File: config.mk
export PLATFORM = sky130hd
export DESIGN_NAME = logger_rtc_alarm_control
export DESIGN_NICKNAME = d
export VERILOG_FILES = /design/src/hdl/logger_rtc_pkg.sv /design/src/hdl/logger_core_if.sv /design/src/hdl/alarm_match.sv /design/src/hdl/logger_rtc_alarm_control.sv /design/src/hdl/temp_code_map.sv
export VERILOG_INCLUDE_DIRS = /design/src /design/src/hdl
export SDC_FILE = /design/constraint.sdc
export NUM_CORES = 1
export LEC_CHECK = 0
export BUFFER_PORTS_ARGS = -buffer_cell sky130_fd_sc_hd__buf_2
export CAP_MARGIN = 0
export CORE_AREA = 8 8 155 157
export DETAILED_ROUTE_END_ITERATION = 10
export DIE_AREA = 0 0 163 165
export PLACE_DENSITY_LB_ADDON = 0.08
export SLEW_MARGIN = 0
export SYNTH_ARGS = -nofsm -noshare
export SYNTH_HDL_FRONTEND = slang
export SYNTH_SLANG_ARGS = --single-unit
File: constraint.sdc
create_clock -name clock -period 9.57 [get_ports clock]
set_clock_uncertainty 0.1 [all_clocks]
set_input_delay 1.914 -clock clock [delete_from_list [all_inputs] [get_ports clock]]
set_output_delay 1.914 -clock clock [all_outputs]
set_load 0.05 [all_outputs]
File: src/hdl/logger_rtc_defines.svh
`ifndef LOGGER_RTC_DEFINES_SVH
`define LOGGER_RTC_DEFINES_SVH

// Register page addresses.
`define ADDR_SECONDS 16'h0200
`define ADDR_MINUTES 16'h0201
`define ADDR_HOURS 16'h0202
`define ADDR_WEEKDAY 16'h0203
`define ADDR_DAY_OF_MONTH 16'h0204
`define ADDR_MONTH_CENTURY 16'h0205
`define ADDR_YEAR 16'h0206
`define ADDR_ALARM_SECONDS 16'h0207
`define ADDR_ALARM_MINUTES 16'h0208
`define ADDR_ALARM_HOURS 16'h0209
`define ADDR_ALARM_WEEKDAY 16'h020A
`define ADDR_LOW_THRESHOLD 16'h020B
`define ADDR_HIGH_THRESHOLD 16'h020C
`define ADDR_SAMPLE_INTERVAL 16'h020D
`define ADDR_SETUP_BITS 16'h020E
`define ADDR_TEMP_READOUT 16'h0211
`define ADDR_LAST_GUARDED 16'h0213
`define ADDR_STATUS 16'h0214

// Writable bits per register; constant-zero bits are dropped on write.
`define MASK_SECONDS 8'h7F
`define MASK_MINUTES 8'h7F
`define MASK_HOURS 8'h7F
`define MASK_WEEKDAY 8'h07
`define MASK_DAY_OF_MONTH 8'h3F
`define MASK_MONTH_CENTURY 8'h9F
`define MASK_YEAR 8'hFF
`define MASK_ALARM_WEEKDAY 8'h87
`define MASK_SETUP_BITS 8'hDF

// Field positions.
`define HOURS_MODE12_BIT 6
`define HOURS_PM_BIT 5
`define CENTURY_BIT 7
`define ALARM_MASK_BIT 7
`define SETUP_OSC_DISABLE_BIT 7
`define SETUP_MEM_CLEAR_ARM_BIT 6
`define SETUP_MISSION_EN_N_BIT 4
`define SETUP_LOG_WRAP_BIT 3
`define SETUP_LOW_SEARCH_BIT 2
`define SETUP_HIGH_SEARCH_BIT 1
`define SETUP_TIMER_SEARCH_BIT 0
`define STATUS_TIMER_ALARM_BIT 0
`define STATUS_HIGH_TEMP_BIT 1
`define STATUS_LOW_TEMP_BIT 2
`define STATUS_MISSION_BIT 5
`define STATUS_MEM_CLEARED_BIT 6

// Reset values.
`define RESET_SECONDS 8'h00
`define RESET_MINUTES 8'h00
`define RESET_HOURS 8'h00
`define RESET_WEEKDAY 8'h01
`define RESET_DAY_OF_MONTH 8'h01
`define RESET_MONTH_CENTURY 8'h01
`define RESET_YEAR 8'h00
`define RESET_ZERO_BYTE 8'h00

// Temperature code limits.
`define TEMP_CODE_BELOW 8'h00
`define TEMP_CODE_ABOVE 8'hFF
`define TEMP_CODE_MIN_VALID 8'h01
`define TEMP_CODE_MAX_VALID 8'hFE

`endif

File: src/hdl/logger_rtc_pkg.sv
package logger_rtc_pkg;

  typedef logic [7:0] byte_t;

  typedef struct packed {
    byte_t seconds;
    byte_t minutes;
    byte_t hours;
    byte_t weekday;
    byte_t day_of_month;
    byte_t month_century;
    byte_t year;
    logic [3:0][7:0] alarm;
    byte_t low_thr;
    byte_t high_thr;
    byte_t sample_interval;
    byte_t setup;
    byte_t temp_readout;
    logic [5:0] hist_bin;
    logic hist_strobe;
    logic timer_alarm;
    logic low_temp;
    logic high_temp;
    logic mission;
    logic advanced;
    logic tick_meta;
    logic tick_sync;
    logic tick_prev;
    logic eval_pending;
    byte_t rd_data;
    logic rd_valid;
    logic search_hit;
  } core_state_s;

endpackage : logger_rtc_pkg

File: src/hdl/logger_core_if.sv
`timescale 1ns/10ps
`default_nettype none

interface logger_core_if;
  logic [7:0] seconds;
  logic [7:0] minutes;
  logic [7:0] hours;
  logic [7:0] weekday;
  logic [3:0][7:0] alarm;
  logic alarm_hit;
  logic conv_below;
  logic conv_above;
  logic [7:0] conv_raw;
  logic [7:0] temp_code;
  logic [5:0] temp_bin;

  modport core (
    output seconds, minutes, hours, weekday, alarm, conv_below, conv_above, conv_raw,
    input alarm_hit, temp_code, temp_bin
  );
  modport matcher (
    input seconds, minutes, hours, weekday, alarm,
    output alarm_hit
  );
  modport mapper (
    input conv_below, conv_above, conv_raw,
    output temp_code, temp_bin
  );
endinterface : logger_core_if

`default_nettype wire

File: src/hdl/alarm_match.sv
`timescale 1ns/10ps
`default_nettype none
`include "logger_rtc_defines.svh"

module alarm_match (
  logger_core_if.matcher link
);
  logic sec_ok;
  logic min_ok;
  logic hour_ok;
  logic day_ok;

  // A set mask drops its field from the compare, giving the per-second, minute,
  // hour, day and week periods; fields compare as stored BCD.
  assign sec_ok = link.alarm[0][`ALARM_MASK_BIT] | (link.alarm[0][6:0] == link.seconds[6:0]);
  assign min_ok = link.alarm[1][`ALARM_MASK_BIT] | (link.alarm[1][6:0] == link.minutes[6:0]);
  assign hour_ok = link.alarm[2][`ALARM_MASK_BIT] | (link.alarm[2][6:0] == link.hours[6:0]);
  assign day_ok = link.alarm[3][`ALARM_MASK_BIT] | (link.alarm[3][2:0] == link.weekday[2:0]);
  assign link.alarm_hit = sec_ok & min_ok & hour_ok & day_ok;
endmodule : alarm_match

`default_nettype wire

File: src/hdl/logger_rtc_alarm_control.sv
`timescale 1ns/10ps
`default_nettype none
`include "logger_rtc_defines.svh"

module logger_rtc_alarm_control (
  input wire logic clock,
  input wire logic rstn,
  input wire logic clk_en,
  input wire logic osc_second,
  input wire logic [15:0] reg_addr,
  input wire logic reg_wr,
  input wire logic [7:0] reg_wdata,
  input wire logic reg_rd,
  output logic [7:0] reg_rdata,
  output logic reg_rvalid,
  input wire logic conv_valid,
  input wire logic conv_below,
  input wire logic conv_above,
  input wire logic [7:0] conv_code,
  input wire logic memory_cleared_flag,
  output logic timer_alarm_flag,
  output logic low_temp_flag,
  output logic high_temp_flag,
  output logic mission_active,
  output logic search_hit,
  output logic oscillator_disable,
  output logic memory_clear_arm,
  output logic log_wrap_enable,
  output logic [7:0] sample_interval_minutes,
  output logic [5:0] hist_bin,
  output logic hist_strobe
);

  logger_rtc_pkg::core_state_s s_q;
  logger_rtc_pkg::core_state_s s_d;

  logger_core_if link ();

  logic tick;
  logic leap;
  logic mode12;
  logic carry_min;
  logic carry_hour;
  logic carry_day;
  logic carry_month;
  logic carry_year;
  logic [7:0] hour_in;
  logic [7:0] hour_inc;
  logic [7:0] month_in;
  logic [7:0] month_last_day;
  logic [7:0] month_next;
  logic guarded_write;
  logic status_write;
  logic rate_write;

  alarm_match u_alarm_match (
    .link(link)
  );

  temp_code_map u_temp_code_map (
    .link(link)
  );

  assign link.seconds = s_q.seconds;
  assign link.minutes = s_q.minutes;
  assign link.hours = s_q.hours;
  assign link.weekday = s_q.weekday;
  assign link.alarm = s_q.alarm;
  assign link.conv_below = conv_below;
  assign link.conv_above = conv_above;
  assign link.conv_raw = conv_code;

  // Steps one BCD byte; callers handle the 59, 23, 12 and 99 wraps themselves.
  function automatic logic [7:0] bcd_inc(input logic [7:0] v);
    if (v[3:0] == 4'h9) begin
      return {v[7:4] + 4'h1, 4'h0};
    end
    return {v[7:4], v[3:0] + 4'h1};
  endfunction : bcd_inc

  // A BCD year is a multiple of four when an odd tens digit pairs with 2 or 6,
  // or an even one with 0, 4 or 8; 00 counts, so 2100 would be wrong.
  function automatic logic year_is_leap(input logic [7:0] y);
    if (y[4]) begin
      return (y[3:0] == 4'h2) || (y[3:0] == 4'h6);
    end
    return (y[3:0] == 4'h0) || (y[3:0] == 4'h4) || (y[3:0] == 4'h8);
  endfunction : year_is_leap

  // Last day of a BCD month; illegal month codes fall back to 31 days.
  function automatic logic [7:0] last_day(input logic [7:0] m, input logic lp);
    unique case (m)
      8'h02: return lp ? 8'h29 : 8'h28;
      8'h04, 8'h06, 8'h09, 8'h11: return 8'h30;
      default: return 8'h31;
    endcase
  endfunction : last_day

  always_comb begin
    s_d = s_q;
    tick = 1'b0;
    carry_min = 1'b0;
    carry_hour = 1'b0;
    carry_day = 1'b0;
    carry_month = 1'b0;
    carry_year = 1'b0;
    leap = year_is_leap(s_q.year);
    mode12 = s_q.hours[`HOURS_MODE12_BIT];
    hour_in = mode12 ? {3'b000, s_q.hours[4:0]} : {2'b00, s_q.hours[5:0]};
    hour_inc = bcd_inc(hour_in);
    month_in = {3'b000, s_q.month_century[4:0]};
    month_last_day = last_day(month_in, leap);
    month_next = bcd_inc(month_in);
    guarded_write = reg_wr && (reg_addr >= `ADDR_SECONDS) && (reg_addr <= `ADDR_LAST_GUARDED);
    status_write = reg_wr && (reg_addr == `ADDR_STATUS);
    rate_write = reg_wr && (reg_addr == `ADDR_SAMPLE_INTERVAL) && (reg_wdata != 8'h00);

    // The pin comes from the oscillator domain; only tick_sync onward is looked at.
    s_d.tick_meta = osc_second;
    s_d.tick_sync = s_q.tick_meta;
    s_d.tick_prev = s_q.tick_sync;
    s_d.rd_valid = 1'b0;
    s_d.eval_pending = 1'b0;
    s_d.hist_strobe = 1'b0;

    // Edges arriving while the oscillator is disabled are dropped, not queued.
    tick = s_q.tick_sync && !s_q.tick_prev && !s_q.setup[`SETUP_OSC_DISABLE_BIT];

    if (tick) begin
      s_d.advanced = 1'b1;
      s_d.eval_pending = 1'b1;
      carry_min = (s_q.seconds == 8'h59);
      s_d.seconds = carry_min ? 8'h00 : bcd_inc(s_q.seconds);
      if (carry_min) begin
        carry_hour = (s_q.minutes == 8'h59);
        s_d.minutes = carry_hour ? 8'h00 : bcd_inc(s_q.minutes);
      end
      if (carry_hour) begin
        if (mode12) begin
          // Twelve follows eleven and flips the PM bit; midnight is 12 AM.
          if (hour_in == 8'h12) begin
            s_d.hours = {s_q.hours[7:5], 5'h01};
          end else if (hour_in == 8'h11) begin
            s_d.hours = {s_q.hours[7:6], ~s_q.hours[`HOURS_PM_BIT], 5'h12};
            carry_day = s_q.hours[`HOURS_PM_BIT];
          end else begin
            s_d.hours = {s_q.hours[7:5], hour_inc[4:0]};
          end
        end else begin
          // Bit 5 is the twenty-hours digit here.
          if (hour_in == 8'h23) begin
            s_d.hours = {s_q.hours[7:6], 6'h00};
            carry_day = 1'b1;
          end else begin
            s_d.hours = {s_q.hours[7:6], hour_inc[5:0]};
          end
        end
      end
      if (carry_day) begin
        // No weekday meaning is attached; the count just wraps.
        if (s_q.weekday[2:0] == 3'h7) begin
          s_d.weekday = 8'h01;
        end else begin
          s_d.weekday = {5'h00, s_q.weekday[2:0] + 3'h1};
        end
        carry_month = (s_q.day_of_month == month_last_day);
        s_d.day_of_month = carry_month ? 8'h01 : bcd_inc(s_q.day_of_month);
      end
      if (carry_month) begin
        carry_year = (month_in == 8'h12);
        s_d.month_century = {s_q.month_century[`CENTURY_BIT], 2'b00,
                             carry_year ? 5'h01 : month_next[4:0]};
      end
      if (carry_year) begin
        if (s_q.year == 8'h99) begin
          s_d.year = 8'h00;
          s_d.month_century[`CENTURY_BIT] = ~s_q.month_century[`CENTURY_BIT];
        end else begin
          s_d.year = bcd_inc(s_q.year);
        end
      end
    end

    // Software clears flags by writing 0; a set in the same cycle wins below.
    if (status_write) begin
      s_d.timer_alarm = s_q.timer_alarm & reg_wdata[`STATUS_TIMER_ALARM_BIT];
      s_d.high_temp = s_q.high_temp & reg_wdata[`STATUS_HIGH_TEMP_BIT];
      s_d.low_temp = s_q.low_temp & reg_wdata[`STATUS_LOW_TEMP_BIT];
    end

    // The compare looks at the time registered on the tick, one cycle later.
    if (s_q.eval_pending && link.alarm_hit) begin
      s_d.timer_alarm = 1'b1;
    end

    // Threshold flags only rise while logging, so stale readings never trip a search.
    if (conv_valid) begin
      s_d.temp_readout = link.temp_code;
      s_d.hist_bin = link.temp_bin;
      s_d.hist_strobe = s_q.mission;
      if (s_q.mission && (link.temp_code <= s_q.low_thr)) begin
        s_d.low_temp = 1'b1;
      end
      if (s_q.mission && (link.temp_code >= s_q.high_thr)) begin
        s_d.high_temp = 1'b1;
      end
    end

    // Writes override a tick update of the same register in the same cycle.
    if (reg_wr) begin
      unique case (reg_addr)
        `ADDR_SECONDS: s_d.seconds = reg_wdata & `MASK_SECONDS;
        `ADDR_MINUTES: s_d.minutes = reg_wdata & `MASK_MINUTES;
        `ADDR_HOURS: s_d.hours = reg_wdata & `MASK_HOURS;
        `ADDR_WEEKDAY: s_d.weekday = reg_wdata & `MASK_WEEKDAY;
        `ADDR_DAY_OF_MONTH: s_d.day_of_month = reg_wdata & `MASK_DAY_OF_MONTH;
        `ADDR_MONTH_CENTURY: s_d.month_century = reg_wdata & `MASK_MONTH_CENTURY;
        `ADDR_YEAR: s_d.year = reg_wdata & `MASK_YEAR;
        `ADDR_ALARM_SECONDS: s_d.alarm[0] = reg_wdata;
        `ADDR_ALARM_MINUTES: s_d.alarm[1] = reg_wdata;
        `ADDR_ALARM_HOURS: s_d.alarm[2] = reg_wdata;
        `ADDR_ALARM_WEEKDAY: s_d.alarm[3] = reg_wdata & `MASK_ALARM_WEEKDAY;
        `ADDR_LOW_THRESHOLD: s_d.low_thr = reg_wdata;
        `ADDR_HIGH_THRESHOLD: s_d.high_thr = reg_wdata;
        `ADDR_SAMPLE_INTERVAL: s_d.sample_interval = reg_wdata;
        `ADDR_SETUP_BITS: s_d.setup = reg_wdata & `MASK_SETUP_BITS;
        default: begin
        end
      endcase
    end

    // While logging, any write to the guarded page range stops the mission;
    // the setup register is one of them.
    if (guarded_write && s_q.mission) begin
      s_d.mission = 1'b0;
    end

    // Start needs cleared memory, the enable low and at least one clock advance.
    if (rate_write && memory_cleared_flag && !s_q.setup[`SETUP_MISSION_EN_N_BIT]
        && s_q.advanced && !s_q.mission) begin
      s_d.mission = 1'b1;
    end

    // Read data is registered, so a read beside a write returns the old value.
    if (reg_rd) begin
      s_d.rd_valid = 1'b1;
      unique case (reg_addr)
        `ADDR_SECONDS: s_d.rd_data = s_q.seconds;
        `ADDR_MINUTES: s_d.rd_data = s_q.minutes;
        `ADDR_HOURS: s_d.rd_data = s_q.hours;
        `ADDR_WEEKDAY: s_d.rd_data = s_q.weekday;
        `ADDR_DAY_OF_MONTH: s_d.rd_data = s_q.day_of_month;
        `ADDR_MONTH_CENTURY: s_d.rd_data = s_q.month_century;
        `ADDR_YEAR: s_d.rd_data = s_q.year;
        `ADDR_ALARM_SECONDS: s_d.rd_data = s_q.alarm[0];
        `ADDR_ALARM_MINUTES: s_d.rd_data = s_q.alarm[1];
        `ADDR_ALARM_HOURS: s_d.rd_data = s_q.alarm[2];
        `ADDR_ALARM_WEEKDAY: s_d.rd_data = s_q.alarm[3];
        `ADDR_LOW_THRESHOLD: s_d.rd_data = s_q.low_thr;
        `ADDR_HIGH_THRESHOLD: s_d.rd_data = s_q.high_thr;
        `ADDR_SAMPLE_INTERVAL: s_d.rd_data = s_q.sample_interval;
        `ADDR_SETUP_BITS: s_d.rd_data = s_q.setup;
        `ADDR_TEMP_READOUT: s_d.rd_data = s_q.temp_readout;
        `ADDR_STATUS: begin
          s_d.rd_data = `RESET_ZERO_BYTE;
          s_d.rd_data[`STATUS_TIMER_ALARM_BIT] = s_q.timer_alarm;
          s_d.rd_data[`STATUS_HIGH_TEMP_BIT] = s_q.high_temp;
          s_d.rd_data[`STATUS_LOW_TEMP_BIT] = s_q.low_temp;
          s_d.rd_data[`STATUS_MISSION_BIT] = s_q.mission;
          s_d.rd_data[`STATUS_MEM_CLEARED_BIT] = memory_cleared_flag;
        end
        default: s_d.rd_data = `RESET_ZERO_BYTE;
      endcase
    end

    // The timer alarm flag usually stays set in a mission, so its search enable
    // is normally left off by software.
    s_d.search_hit = s_q.mission && (
      (s_q.setup[`SETUP_TIMER_SEARCH_BIT] && s_q.timer_alarm) ||
      (s_q.setup[`SETUP_LOW_SEARCH_BIT] && s_q.low_temp) ||
      (s_q.setup[`SETUP_HIGH_SEARCH_BIT] && s_q.high_temp));
  end

  always_ff @(posedge clock or negedge rstn) begin
    if (!rstn) begin
      s_q <= '0;
      s_q.seconds <= `RESET_SECONDS;
      s_q.minutes <= `RESET_MINUTES;
      s_q.hours <= `RESET_HOURS;
      s_q.weekday <= `RESET_WEEKDAY;
      s_q.day_of_month <= `RESET_DAY_OF_MONTH;
      s_q.month_century <= `RESET_MONTH_CENTURY;
      s_q.year <= `RESET_YEAR;
      s_q.setup <= `RESET_ZERO_BYTE;
    end else if (clk_en) begin
      s_q <= s_d;
    end
  end

  // Every output is a bare flop of the state struct, with no logic after it.
  assign reg_rdata = s_q.rd_data;
  assign reg_rvalid = s_q.rd_valid;
  assign timer_alarm_flag = s_q.timer_alarm;
  assign low_temp_flag = s_q.low_temp;
  assign high_temp_flag = s_q.high_temp;
  assign mission_active = s_q.mission;
  assign search_hit = s_q.search_hit;
  assign oscillator_disable = s_q.setup[`SETUP_OSC_DISABLE_BIT];
  assign memory_clear_arm = s_q.setup[`SETUP_MEM_CLEAR_ARM_BIT];
  assign log_wrap_enable = s_q.setup[`SETUP_LOG_WRAP_BIT];
  assign sample_interval_minutes = s_q.sample_interval;
  assign hist_bin = s_q.hist_bin;
  assign hist_strobe = s_q.hist_strobe;

endmodule : logger_rtc_alarm_control

`default_nettype wire

File: src/hdl/temp_code_map.sv
`timescale 1ns/10ps
`default_nettype none
`include "logger_rtc_defines.svh"

module temp_code_map (
  logger_core_if.mapper link
);
  // Codes stay raw eighths of a degree; the range offset is applied by software.
  always_comb begin
    if (link.conv_below) begin
      link.temp_code = `TEMP_CODE_BELOW;
    end else if (link.conv_above) begin
      link.temp_code = `TEMP_CODE_ABOVE;
    end else if (link.conv_raw < `TEMP_CODE_MIN_VALID) begin
      link.temp_code = `TEMP_CODE_MIN_VALID;
    end else if (link.conv_raw > `TEMP_CODE_MAX_VALID) begin
      link.temp_code = `TEMP_CODE_MAX_VALID;
    end else begin
      link.temp_code = link.conv_raw;
    end
  end

  // Four codes per bin: 00h-03h land in bin 0, FCh-FFh in bin 63.
  assign link.temp_bin = link.temp_code[7:2];
endmodule : temp_code_map

`default_nettype wire

==> flow_metrics.tcl <==
set metrics [dict create \
    fillCellCount 2060 \
    gr-total-overflow 0 \
    pin_count 74 \
    power.ir.vdd_worst_mv 0.0925 \
    worstPathBufferInverterCount 1 \
    wl_per_cell_um 25.7 \
    stdcell_area_um2 10500 \
    timing.critical_path.slowest_stage_cell "nor4_4" \
    cts_buffer_depth 2 \
    total_wire_length_um 34700 \
    postSynthAreaPerCell_um2 9.08 \
    io_buffer_count 73 \
    area_enclosed_by_the_die_boundary_um2 26900 \
    worst_slew_margin_rel_pct 21.4 \
    critPathMaxFanout 17 \
    leakage_nw 4.64 \
    timing.critical_path.depth 7 \
    largest_net_degree_at_the_start_of_global_routing 77 \
    postSynth.asyncResetShare_pct 100 \
    setup_violations 0 \
    layout.core_utilization_pct 49.0 \
    synth-main-ff-cell "dfrtp_1" \
    slew_violations 0 \
    most_common_cell_after_layout_fill_and_taps_aside "dfrtp_1" \
    cp_data_arrival_time_ps 4870 \
    synth-edff-count 0 \
    cts_setup_buffers 0 \
    crit_chain "buf_2 > or4_1 > nor4_4 > nand3_1 > a21oi_1 > nor2_1 > a21oi_1" \
    worst_r2r_path_depth 10 \
    detail_route.vias_per_cell 6.44 \
    finalNonFillerCells 1351 \
    mappedNetlistArea_um2 9580 \
    clock_sink_count 142 \
    layout.cells.most_common_list "dfrtp_1, nand2_1, o21ai_0, buf_2, mux2_2" \
    rows 54 \
    cts.htree.levels 4 \
    n_antenna_cell 0 \
    rr_startpoint "link.hours[6]$_DFFE_PN0P_" \
    start_util_pct 44.6 \
    multi_input_gate_area_um2 5360 \
    routed-via-count 8705 \
    synthesis.yosys.warnings 0 \
    finish.net_count 1134 \
    placeableCoreArea_um2 21500 \
    min_path_type "reg -> reg" \
    track_usage_pct 26.0 \
    cts-buffers-inserted 17 \
    synth-seq-cells 142 \
    synthesis.instances 1055 \
    synth_seq_area_share_pct 37.1 \
    fmax_ghz 0.217 \
    drv_cap 0 \
    crit_path_max_incr_delay_ps 930 \
    fin_tns_setup_ps 0 \
    clock_tree.root_cell "clkbuf_16" \
    clk_transition_reported_paths_ps 60 \
    status "complete, no violations" \
    timing.setup.critical_path_class "in -> reg" \
    power.density_nw_per_um2 156 \
    layout_setup_ws_ps 4950 \
    critical_path.endpoint_type "register" \
    drive_gt1_share_pct 18.8 \
    drtIter0Drc 990 \
    worst-endpoint-required_ps 9820 \
    die_w_um 163 \
    critPathMostFrequentCell "a21oi_1" \
    grt_pass1_wl_um 52300 \
    postSynthNetCount 1131 \
    cp-startpoint "reg_addr[8]" \
    placed_area_um2 9880 \
    setup_repair_after_global_routing_missed_its_margin "false" \
    tightestPinTransition_ps 1170 \
    timing.final.crit_share_pct 48.2 \
    post_cts_resized 0 \
    cts_tree "yes" \
    placed_cells_incl_taps 1319 \
    flow.area_growth_from_synthesis_pct 9.89 \
    drc_errors 0 \
    holdPathStages 1 \
    period_minus_slack_ps 4620 \
    critical-path-top-delay-family "simple AND/OR/NAND/NOR gates" \
    hpwl_um 25000 \
    pre_cts_ws_ps 4560 \
    cts.hold.buffers_added 0 \
    pre_repair_dr_iteration_count 7 \
    dieHeight_um 165 \
    detail-route-antenna-nets 0 \
    clock_insertion_delay_at_the_later_pin_of_the_skew_report_ps 430 \
    ff_latch_area_um2 3560 \
    hold_path_start "s_q[14]$_DFFE_PN0P_" \
    number_of_global_route_vias_before_repair 8342 \
    globalplace.congestion 1.01 \
    grt_antenna_before_repair 0 \
    final-hold-violation-count 0 \
    worst_setup_path_start_kind "input pin" \
    yosys.cell_types.count 87 \
]
per-layer routing:
metal  track usage [%]  wire length [µm]  vias up
li1                  -                 -     3942
met1              34.0             14700     4290
met2              40.0             15800      394
met3              5.88              2690       79
met4              12.8              1550        0
met5                 0                 0        -
path summary, 6_finish.rpt:
path,slack (ps),to
max,4950,link.weekday[1]$_DFFE_PN0P_
min,370,s_q[14]$_DFFE_PN0P_
max reg2reg,5210,month_in[3]$_DFFE_PN0P_
min reg2reg,370,s_q[14]$_DFFE_PN0P_
max in group asynchronous,6480,s_q[33]$_DFFE_PN0P_
min in group asynchronous,1390,s_q[11]$_DFFE_PN0P_
worst register-to-register path: stages, from the launching register on:
cell and delay, ps:
dfrtp_1 630, nand2b_1 190, ha_1 280, nor3b_1 260, ha_1 190, nand2_1 60
a21oi_1 260, o211ai_2 340, nor4_1 1030, o21ai_0 530, a22o_2 390
synth_stat cells (all sizes together) (15+ instances only):
master	n	share of area, %
nand3	56	2.9
and2	19	1.2
dfrtp	139	36
nor2	54	2.2
inv	48	1.9
o21ai	75	3.9
nor4	25	1.9
mux2	57	6.7
ha	34	4.4
clkbuf	57	2.3
a22o	15	1.4
a21oi	37	1.9
buf	41	2.8
nand2	89	3.5
nor3	20	1.1
state kept, by name, summed over array words and instances (netlist names), 5 cells and up:
register and count:
sample_interval_minutes 8, link.seconds 8, link.weekday 8, link.minutes 8
link.hours 7, link.alarm 28, month_in 5, s_q 50
reg_rdata 8
cell type report:
cell class / count / area share (%)
well taps: 280 / 3.33
flip-flops and latches: 142 / 33.8
multi-input cells: 767 / 50.9
clock inverters: 13 / 1.90
clock buffers: 19 / 4.21
inverters: 48 / 1.71
repair buffers: 82 / 4.17
kinds of logic after synthesis:
family          after synthesis  synth area share, %
buf+inv                     146                 7.04
compound gates              274                 20.1
simple gates                371                 21.7
fa+ha+maj                    34                 4.44
xor+xnor                     25                 2.29
flops                       142                 37.1
mux                          63                 7.33
where the power goes:
| group | total [W] | internal (W) | switching [W] | leakage [nW] |
|---|---|---|---|---|
| sequential | 0.000698 | 0.000631 | 0.0000675 | 1.74 |
| combinational | 0.000211 | 0.0000755 | 0.000135 | 2.58 |
| clock | 0.000738 | 0.000450 | 0.000288 | 0.316 |
stage by stage:
stage | hold slack [ps] | total power [W]
final | 374 | 0.00165
after CTS | 376 | 0.00165
after global placement | 357 | 0.000916
after global routing | 406 | 0.00171
after floorplan | 335 | 0.000829
after detailed placement | 362 | 0.000917
No activity file was read; power rests on OpenSTA's default activity.
